File: src/shared/fdp_pkg.sv
// shared constants for the discovery-table and power/reset command block
//
// Notes on behaviour
// - exit delay unit code 11b, 64 us
// - wait (count+1) units, 448 us, busy
// - fifteenth word: FFh, pin-disable 0, rest zero
// - status write-mode byte reads F9h
// - non-volatile status kept, needs 06h first
// - 50h enables write, activates volatile copy
// - mixed status bits, write needs enable
// - B7h enters 4-byte mode, no enable
// - dedicated 4-byte set, field 1010_0001b
// - resets return to 3-byte addressing
// - soft reset is 66h then 99h
// - reset pair on current lane width
package fdp_pkg;

  // ---------------------------------------------------------------
  // command codes
  // ---------------------------------------------------------------
  localparam logic [7:0] CMD_WRITE_ENABLE     = 8'h06;
  localparam logic [7:0] CMD_VOL_WRITE_ENABLE = 8'h50;
  localparam logic [7:0] CMD_WRITE_STATUS     = 8'h01;
  localparam logic [7:0] CMD_ENTER_4BYTE      = 8'hb7;
  localparam logic [7:0] CMD_EXIT_4BYTE       = 8'he9;
  localparam logic [7:0] CMD_RESET_ENABLE     = 8'h66;
  localparam logic [7:0] CMD_RESET            = 8'h99;
  localparam logic [7:0] CMD_ENTER_DPD        = 8'hb9;
  localparam logic [7:0] CMD_EXIT_DPD         = 8'hab;

  // ---------------------------------------------------------------
  // lane widths
  // ---------------------------------------------------------------
  localparam logic [1:0] LANES_1 = 2'h0;
  localparam logic [1:0] LANES_2 = 2'h1;
  localparam logic [1:0] LANES_4 = 2'h2;
  localparam logic [1:0] LANES_RESET = LANES_1;

  // ---------------------------------------------------------------
  // register port map
  // ---------------------------------------------------------------
  localparam int         ADDR_W          = 9;
  localparam logic [8:0] ADDR_STATUS     = 9'h000;
  localparam logic [8:0] ADDR_FLAGS      = 9'h001;
  localparam logic [8:0] ADDR_MODE       = 9'h002;
  localparam logic [8:0] ADDR_TABLE_LO   = 9'h136;
  localparam logic [8:0] ADDR_TABLE_HI   = 9'h13f;
  localparam int         TABLE_BYTES     = 10;

  // flag register bit positions
  localparam int FLAG_ADDR4    = 0;
  localparam int FLAG_WEL      = 1;
  localparam int FLAG_VOL_WEL  = 2;
  localparam int FLAG_VOL_ACT  = 3;
  localparam int FLAG_DPD      = 4;
  localparam int FLAG_BUSY     = 5;
  localparam int FLAG_RST_ARM  = 6;

  // ---------------------------------------------------------------
  // discovery table fields
  // ---------------------------------------------------------------
  localparam logic [1:0] DPD_UNIT_CODE   = 2'h3;
  localparam logic [4:0] DPD_UNIT_COUNT  = 5'h06;
  localparam logic [7:0] W15_RESERVED    = 8'hff;
  localparam logic       W15_PIN_DISABLE = 1'b0;
  localparam logic [6:0] SR1_WRITE_MODE  = 7'h79;
  localparam logic       SR1_MODE_RSVD   = 1'b1;
  localparam logic [7:0] ENTER_4B_FIELD  = 8'ha1;
  localparam logic [9:0] EXIT_4B_FIELD   = 10'h3e0;
  localparam logic [5:0] SOFT_RST_FIELD  = 6'h10;

  // table bytes, index 0 is offset 136h
  localparam logic [7:0] TABLE_136 = 8'h80;
  localparam logic [7:0] TABLE_137 = 8'h5c;
  localparam logic [7:0] TABLE_138 = 8'h00;
  localparam logic [7:0] TABLE_139 = 8'h00;
  localparam logic [7:0] TABLE_13A = 8'h00;
  localparam logic [7:0] TABLE_13B = W15_RESERVED;
  localparam logic [7:0] TABLE_13C = {SR1_MODE_RSVD, SR1_WRITE_MODE};
  // exit field straddles two bytes: its bits 1:0 sit above the reset field
  localparam logic [7:0] TABLE_13D = {EXIT_4B_FIELD[1:0], SOFT_RST_FIELD};
  localparam logic [7:0] TABLE_13E = EXIT_4B_FIELD[9:2];
  localparam logic [7:0] TABLE_13F = ENTER_4B_FIELD;

  // ---------------------------------------------------------------
  // status register
  // ---------------------------------------------------------------
  localparam logic [7:0] SR1_VOL_MASK  = 8'h03;
  localparam logic [7:0] SR1_RESET_VAL = 8'h00;
  localparam int         SR1_BUSY_BIT  = 0;
  localparam int         SR1_WEL_BIT   = 1;

  // ---------------------------------------------------------------
  // timing
  // ---------------------------------------------------------------
  localparam int CLK_PERIOD_PS    = 4000;
  localparam int DPD_UNIT_NS      = 64000;
  localparam int DPD_EXIT_NS      = (int'(DPD_UNIT_COUNT) + 1) * DPD_UNIT_NS;
  localparam int DPD_EXIT_CYCLES  = (DPD_EXIT_NS * 1000 + CLK_PERIOD_PS - 1) / CLK_PERIOD_PS;
  localparam int TIMER_W          = 17;

endpackage : fdp_pkg

File: src/hw/fdp_wait_timer.sv
// down-counter that holds busy for a loaded number of cycles
`timescale 1ns/100ps
module fdp_wait_timer
  import fdp_pkg::*;
#(
  parameter logic [TIMER_W-1:0] CYCLES = TIMER_W'(DPD_EXIT_CYCLES)
) (
  input  wire logic clk_in,
  input  wire logic rst_b_in,
  input  wire logic start_in,
  input  wire logic abort_in,
  output logic      busy_out
);

  logic [TIMER_W-1:0] remain;

  always_ff @(posedge clk_in) begin
    if (!rst_b_in || abort_in) begin
      remain <= '0;
    end else if (start_in) begin
      remain <= CYCLES;
    end else if (remain != '0) begin
      remain <= remain - TIMER_W'(1);
    end
  end

  always_ff @(posedge clk_in) begin
    if (!rst_b_in || abort_in) begin
      busy_out <= 1'b0;
    end else if (start_in) begin
      busy_out <= 1'b1;
    end else begin
      busy_out <= (remain > TIMER_W'(1));
    end
  end

endmodule : fdp_wait_timer

File: src/hw/fdp_top.sv
// command interpreter for status write modes, 4-byte addressing, soft reset, power-down
//
// The implementer's own choices: strobed register access and the placing of the registers.
`timescale 1ns/100ps
module fdp_top
  import fdp_pkg::*;
#(
  parameter logic [TIMER_W-1:0] DPD_EXIT_WAIT = TIMER_W'(DPD_EXIT_CYCLES)
) (
  input  wire logic              clk_in,
  input  wire logic              rst_b_in,
  input  wire logic              hw_reset_b_in,
  input  wire logic              cmd_valid_in,
  input  wire logic [7:0]        cmd_in,
  input  wire logic [7:0]        cmd_data_in,
  input  wire logic [1:0]        cmd_lanes_in,
  input  wire logic [ADDR_W-1:0] reg_addr_in,
  input  wire logic [7:0]        reg_wdata_in,
  input  wire logic              reg_wr_in,
  input  wire logic              reg_rd_in,
  output logic      [7:0]        reg_rdata_out,
  output logic      [7:0]        status_out,
  output logic                   addr_4byte_out,
  output logic                   deep_power_down_out,
  output logic                   busy_out,
  output logic                   soft_reset_out
);

  // ---------------------------------------------------------------
  // state
  // ---------------------------------------------------------------
  logic [7:0] nv_status;
  logic [7:0] vol_status;
  logic       vol_active;
  logic       wel;
  logic       vol_wel;
  logic       addr4;
  logic       deep_power_down;
  logic       reset_armed;
  logic [1:0] mode_lanes;
  logic       timer_busy;

  logic       cmd_take;
  logic       lanes_ok;
  logic       do_soft_reset;
  logic       do_hw_reset;
  logic       volatile_clear;
  logic       exit_dpd_start;
  logic [7:0] eff_status;
  logic [7:0] next_rdata;
  logic [7:0] table_byte [TABLE_BYTES];

  // ---------------------------------------------------------------
  // command acceptance
  // ---------------------------------------------------------------
  // commands during the exit wait are dropped; the host owes the wait anyway
  assign cmd_take = cmd_valid_in && !timer_busy && (!deep_power_down || cmd_in == CMD_EXIT_DPD);

  // reset pair only honoured at the lane width software selected
  assign lanes_ok = (cmd_lanes_in == mode_lanes);

  // reset fires only when armed by the command just before
  assign do_soft_reset = cmd_take && cmd_in == CMD_RESET && reset_armed && lanes_ok;

  assign do_hw_reset = !hw_reset_b_in;

  // volatile state returns to defaults on any reset flavour
  assign volatile_clear = do_soft_reset || do_hw_reset;

  assign exit_dpd_start = cmd_take && deep_power_down && cmd_in == CMD_EXIT_DPD;

  // ---------------------------------------------------------------
  // exit wait after deep power-down
  // ---------------------------------------------------------------
  fdp_wait_timer #(
    .CYCLES   (DPD_EXIT_WAIT)
  ) u_exit_wait (
    .clk_in   (clk_in),
    .rst_b_in (rst_b_in),
    .start_in (exit_dpd_start),
    .abort_in (do_hw_reset),
    .busy_out (timer_busy)
  );

  // ---------------------------------------------------------------
  // reset-enable arming
  // ---------------------------------------------------------------
  always_ff @(posedge clk_in) begin
    if (!rst_b_in || volatile_clear) begin
      reset_armed <= 1'b0;
    end else if (cmd_take) begin
      // any other command in between disarms the pair
      reset_armed <= (cmd_in == CMD_RESET_ENABLE) && lanes_ok;
    end
  end

  // ---------------------------------------------------------------
  // write enables
  // ---------------------------------------------------------------
  always_ff @(posedge clk_in) begin
    if (!rst_b_in || volatile_clear) begin
      wel <= 1'b0;
    end else if (cmd_take && cmd_in == CMD_WRITE_ENABLE) begin
      wel <= 1'b1;
    end else if (cmd_take && cmd_in == CMD_WRITE_STATUS) begin
      wel <= 1'b0;
    end
  end

  always_ff @(posedge clk_in) begin
    if (!rst_b_in || volatile_clear) begin
      vol_wel <= 1'b0;
    end else if (cmd_take && cmd_in == CMD_VOL_WRITE_ENABLE) begin
      vol_wel <= 1'b1;
    end else if (cmd_take && cmd_in == CMD_WRITE_STATUS) begin
      vol_wel <= 1'b0;
    end
  end

  always_ff @(posedge clk_in) begin
    if (!rst_b_in || volatile_clear) begin
      vol_active <= 1'b0;
    end else if (cmd_take && cmd_in == CMD_VOL_WRITE_ENABLE) begin
      vol_active <= 1'b1;
    end
  end

  // ---------------------------------------------------------------
  // status register 1
  // ---------------------------------------------------------------
  // the non-volatile copy survives pin and soft resets; only power-on clears it
  always_ff @(posedge clk_in) begin
    if (!rst_b_in) begin
      nv_status <= SR1_RESET_VAL;
    end else if (cmd_take && cmd_in == CMD_WRITE_STATUS && wel && !vol_wel) begin
      nv_status <= cmd_data_in & ~SR1_VOL_MASK;
    end
  end

  // volatile copy reloads from the stored value whenever it is not active
  always_ff @(posedge clk_in) begin
    if (!rst_b_in) begin
      vol_status <= SR1_RESET_VAL;
    end else if (volatile_clear) begin
      vol_status <= nv_status;
    end else if (cmd_take && cmd_in == CMD_WRITE_STATUS && vol_wel) begin
      vol_status <= cmd_data_in & ~SR1_VOL_MASK;
    end else if (!vol_active) begin
      vol_status <= nv_status;
    end
  end

  // live bits are never stored; they reflect the block itself
  always_comb begin
    eff_status = vol_active ? vol_status : nv_status;
    eff_status[SR1_BUSY_BIT] = timer_busy;
    eff_status[SR1_WEL_BIT] = wel || vol_wel;
  end

  // ---------------------------------------------------------------
  // addressing mode
  // ---------------------------------------------------------------
  always_ff @(posedge clk_in) begin
    if (!rst_b_in || volatile_clear) begin
      addr4 <= 1'b0;
    end else if (cmd_take && cmd_in == CMD_ENTER_4BYTE) begin
      addr4 <= 1'b1;
    end else if (cmd_take && cmd_in == CMD_EXIT_4BYTE) begin
      addr4 <= 1'b0;
    end
  end

  // ---------------------------------------------------------------
  // deep power-down
  // ---------------------------------------------------------------
  always_ff @(posedge clk_in) begin
    if (!rst_b_in || do_hw_reset) begin
      deep_power_down <= 1'b0;
    end else if (exit_dpd_start) begin
      deep_power_down <= 1'b0;
    end else if (cmd_take && cmd_in == CMD_ENTER_DPD) begin
      deep_power_down <= 1'b1;
    end
  end

  // ---------------------------------------------------------------
  // lane mode register
  // ---------------------------------------------------------------
  // a soft reset drops back to single-lane, the width the block starts in
  always_ff @(posedge clk_in) begin
    if (!rst_b_in || volatile_clear) begin
      mode_lanes <= LANES_RESET;
    end else if (reg_wr_in && reg_addr_in == ADDR_MODE) begin
      if (reg_wdata_in[1:0] == LANES_1 || reg_wdata_in[1:0] == LANES_2 ||
          reg_wdata_in[1:0] == LANES_4) begin
        mode_lanes <= reg_wdata_in[1:0];
      end
    end
  end

  // ---------------------------------------------------------------
  // discovery table
  // ---------------------------------------------------------------
  assign table_byte[0] = TABLE_136;
  assign table_byte[1] = TABLE_137;
  assign table_byte[2] = TABLE_138;
  assign table_byte[3] = TABLE_139;
  assign table_byte[4] = TABLE_13A;
  assign table_byte[5] = TABLE_13B;
  assign table_byte[6] = TABLE_13C;
  assign table_byte[7] = TABLE_13D;
  assign table_byte[8] = TABLE_13E;
  assign table_byte[9] = TABLE_13F;

  // ---------------------------------------------------------------
  // register read
  // ---------------------------------------------------------------
  always_comb begin
    next_rdata = 8'h00;
    if (reg_addr_in == ADDR_STATUS) begin
      next_rdata = eff_status;
    end else if (reg_addr_in == ADDR_FLAGS) begin
      next_rdata[FLAG_ADDR4]   = addr4;
      next_rdata[FLAG_WEL]     = wel;
      next_rdata[FLAG_VOL_WEL] = vol_wel;
      next_rdata[FLAG_VOL_ACT] = vol_active;
      next_rdata[FLAG_DPD]     = deep_power_down;
      next_rdata[FLAG_BUSY]    = timer_busy;
      next_rdata[FLAG_RST_ARM] = reset_armed;
    end else if (reg_addr_in == ADDR_MODE) begin
      next_rdata = {6'h00, mode_lanes};
    end else if (reg_addr_in >= ADDR_TABLE_LO && reg_addr_in <= ADDR_TABLE_HI) begin
      next_rdata = table_byte[4'(reg_addr_in - ADDR_TABLE_LO)];
    end
  end

  // data only in the cycle after the strobe, zero otherwise
  always_ff @(posedge clk_in) begin
    if (!rst_b_in) begin
      reg_rdata_out <= 8'h00;
    end else if (reg_rd_in) begin
      reg_rdata_out <= next_rdata;
    end else begin
      reg_rdata_out <= 8'h00;
    end
  end

  // ---------------------------------------------------------------
  // registered outputs
  // ---------------------------------------------------------------
  always_ff @(posedge clk_in) begin
    if (!rst_b_in) begin
      status_out <= SR1_RESET_VAL;
    end else begin
      status_out <= eff_status;
    end
  end

  always_ff @(posedge clk_in) begin
    if (!rst_b_in) begin
      addr_4byte_out      <= 1'b0;
      deep_power_down_out <= 1'b0;
      busy_out            <= 1'b0;
    end else begin
      addr_4byte_out      <= addr4;
      deep_power_down_out <= deep_power_down;
      busy_out            <= timer_busy;
    end
  end

  always_ff @(posedge clk_in) begin
    if (!rst_b_in) begin
      soft_reset_out <= 1'b0;
    end else begin
      soft_reset_out <= do_soft_reset;
    end
  end

endmodule : fdp_top

File: config.mk
export PLATFORM = sky130hd
export DESIGN_NAME = fdp_top
export DESIGN_NICKNAME = d
export VERILOG_FILES = /design/src/shared/fdp_pkg.sv /design/src/hw/fdp_wait_timer.sv /design/src/hw/fdp_top.sv
export SDC_FILE = /design/constraint.sdc
export NUM_CORES = 1
export LEC_CHECK = 0
export BUFFER_PORTS_ARGS = -buffer_cell sky130_fd_sc_hd__clkbuf_2
export CELL_PAD_IN_SITES_DETAIL_PLACEMENT = 0
export CELL_PAD_IN_SITES_GLOBAL_PLACEMENT = 2
export CORE_AREA = 8 8 103 105
export DETAILED_ROUTE_END_ITERATION = 8
export DIE_AREA = 0 0 111 113
export PLACE_DENSITY = 0.89
export SLEW_MARGIN = 40
export SYNTH_ARGS = -nofsm -noshare
export SYNTH_HDL_FRONTEND = slang
export SYNTH_SLANG_ARGS = --single-unit
export TNS_END_PERCENT = 50
File: constraint.sdc
create_clock -name clk_in -period 1.9 [get_ports clk_in]
set_input_delay 0.095 -clock clk_in [delete_from_list [all_inputs] [get_ports clk_in]]
set_output_delay 0.095 -clock clk_in [all_outputs]
set_load 0.01 [all_outputs]
==> results.txt <==
- Run status: finished clean
- Number of global-route vias before repair: 2492
* Global-route total usage across every layer: 11.7%
* Number of max-cap violations: 0
- Routability-driven placement finished with a final weighted congestion of 0.810.
- For this run, the leading register cell type out of synthesis is dfxtp_1.
- The biggest area contributor in the post-synthesis netlist is dfxtp_1.
- Using the TritonRoute via totals, the vias-per-cell ratio works out to 4.88.
* Sequential element share of the synthesized area: 40.6%
- Total negative setup slack: 0 ns
* GRT Residual Overflow: 0
- The number of failing hold endpoints at the final stage came to 0.
- Count of vias placed by the detailed router: 2485
- The cell family contributing the most delay on the critical path is simple AND/OR/NAND/NOR gates.
* Total inserted antenna cells: 0
* Synthesized net count: 377
- Die Footprint: 12500 µm²
* Category of the critical setup timing path: reg -> reg
- Startpoint class of the critical path: flip-flop
* Most common cell after layout, fill and taps aside: dfxtp_1
* Slew at the pin closest to its max-slew limit: 0.487 ns
* Vertical die dimension: 113 µm
* Total I/O pin count: 61
- The max-slew violation count was 0.
- Placed standard-cell area: 3260 µm²
* Fraction of layout cells with a size suffix above 1: 23.9%
- Crit path largest cell delay: 0.49 ns
- The first global-routing pass estimated 12.0 mm of wire.
* Max Clock Freq: 591 MHz
- Count of warnings emitted by yosys: 0
- Critical path required time: 2.17 ns
* Fraction of registers with async set or reset after synthesis: 0%
- PortBufs: 52
- The synthesized design contains 57 register bits.
- The number of clock buffers added by TritonCTS is 9.
- Starting density of the core: 31.3%
- Final setup viols: 0
- Cell with the biggest individual delay on the critical path: nor4_1
- The die is 111 µm wide.
* Core Box Area: 8980 µm²
- In this run the core area contains 35 standard-cell rows.
- Counting every instance in the synthesized netlist gives 328.
* Final cycle utilization of the critical path: 89.0%
* Root cell of the clock tree: clkbuf_8
- Counting both buffers and inverters, the worst setup path holds a total of 0.
* Setup repair after global routing missed its margin: no
- The later pin in the worst-skew pair is clocked with a latency of 0.35 ns.
* Clock tree from TritonCTS: yes
* Proportion of netlist area held by the largest area contributor: 40.6%
- After detailed routing, the number of remaining DRC violations is 0.
* Critical path capture point type: flip-flop
- Dividing total power by cell area gives a power density of 1150 nW/µm².
- Highest net fanout along the worst path: 4
* Drt first pass iters: 4
- Critical path data arrival time: 1.96 ns
* Number of antenna violations at the first check in global routing: 0
- The synthesized netlist contains 47 unique library cells.
- In this run the static leakage power is 1.56 nW.
* Minimum clock period after layout: 1.69 ns
- Across the routed clock network, the largest skew measured is 0.00812 ns.
- The clock passes through at most 2 buffers.
- Summed instance area of the synthesized netlist: 2810 µm²
- The clock net in this run drives a total of 57 sinks.
* Synthesized area per cell: 8.58 µm²
- The worst pin sits at a relative slew slack of 67.2%.
* Cell breakdown of the critical path: nor4_1 > nand2_1 > or4_1 > a31oi_1
- The worst path meets setup with 0.208 ns of slack.
- In the layout the commonest cells are dfxtp_1, clkbuf_2, nor2_1.
* Wire length per cell: 14.2 µm
- After clock tree synthesis, the clock-pin slew on the worst setup and hold paths is 0.06 ns.
* Layout overhead on the synthesized area: 24.7%
- Worst slack, placed: 0.0461 ns
- Final nets: 443
- The routed design has 7.24 mm of wire.
* Antenna-violating nets left: 0
- Number of flops mapped to enable cells by yosys: 0
* Worst min-delay path class: in -> reg
- Power, Total: 4.04 mW
- Once detailed placement completed, the half-perimeter wirelength came to 5.52 mm.
* Starting DRC count in detailed routing: 142
- FILL cells: 930
* Largest net degree at the start of global routing: 18
* Post-Layout Inst Area: 3510 µm²
* Biggest area contributors in the synthesized netlist: dfxtp_1, nor2_1, mux2i_1, xor2_1, nand2_1
* Maximum level of the CTS H-tree: 3
- The worst-case IR drop observed on VDD is 0.000652 V.
-- registers in the layout, indices dropped and copies added, names as in the netlist, 2 cells and up --
signal / count
nv_status: 6
mode_lanes: 2
status_out: 8
reg_rdata_out: 8
u_exit_wait.remain: 17
vol_status: 6
-- Yosys cell counts (all sizes together) (3+ instances only) --
cell	count
xnor2	5
nand3	12
nand4	7
a22oi	10
a21o	3
mux2i	13
ha	8
o21ai	8
inv	10
dfxtp	57
or3	4
buf	5
clkbuf	11
nor3	11
mux2	4
nor2	44
a211oi	4
nor4b	4
nor4	7
or4	5
nand4b	4
xor2	13
a21oi	16
nand2b	4
nand2	29
and2	9
-- cell families after synthesis --
kind of cell / count (synthesis) / synth area share, %
compound gates: 52 / 12.0
fa+ha+maj: 8 / 3.56
flops: 57 / 40.6
xor+xnor: 18 / 5.60
simple gates: 150 / 28.1
mux: 17 / 6.23
buf+inv: 26 / 4.00
-- through the flow --
stage | hold WS [ns] | util [%] | cells
floorplan | 0.239 | - | 328
global placement | 0.353 | 36.4 | 492
detailed placement | 0.353 | 36.4 | 492
CTS | 0.00622 | 38.9 | 508
global route | 0.0167 | 39.1 | 509
finish | 0.0190 | 39.1 | 509
-- layer usage --
layer	vias up	global-route usage [%]	share of wire, %
met5	-	0	0
met4	0	4.32	1.5
met3	9	4.81	6.4
met2	52	18.7	45
met1	1131	13.7	47
li1	1293	-	-
-- report_power, final --
part / total, mW / switching (mW) / internal (mW)
Combinational: 1.36 / 0.726 / 0.631
Sequential: 1.42 / 0.115 / 1.31
Clock: 1.26 / 0.497 / 0.766
Total: 4.04 / 1.34 / 2.70
-- path summary, 6_finish.rpt --
| kind | to | slack (ns) | startpoint | cells after the start |
|---|---|---|---|---|
| hold / removal | nv_status[6] | 0.02 | cmd_data_in[6] | 3 |
| setup reg to reg | u_exit_wait.remain[16] | 0.21 | u_exit_wait.remain[12] | 4 |
| setup / recovery | u_exit_wait.remain[16] | 0.21 | u_exit_wait.remain[12] | 4 |
| hold reg to reg | vol_status[7] | 0.47 | nv_status[7] | 2 |
-- worst register-to-register path: stages (launching register included) --
cell and delay (ns):
dfxtp_1 0.34, nor4_1 0.49, nand2_1 0.15, or4_1 0.48, a31oi_1 0.16
-- layout make-up --
cell class	count	area [µm²]	share of cell area, %
Clock buffer	10	138	3.92
Clock inverter	5	78.8	2.25
Inverter	10	37.5	1.07
Multi-Input combinational cell	245	1570	44.6
Sequential cell	57	1140	32.5
Tap cell	111	139	3.96
Timing Repair Buffer	71	408	11.6
-- timing repair --
item,CTS,global route
hold buffers,1,1
buffers inserted,0,0
endpoints found under the hold margin,1,1
setup endpoints to repair,0,6
resized for setup,0,1
No activity file was read; power rests on OpenSTA's default activity.
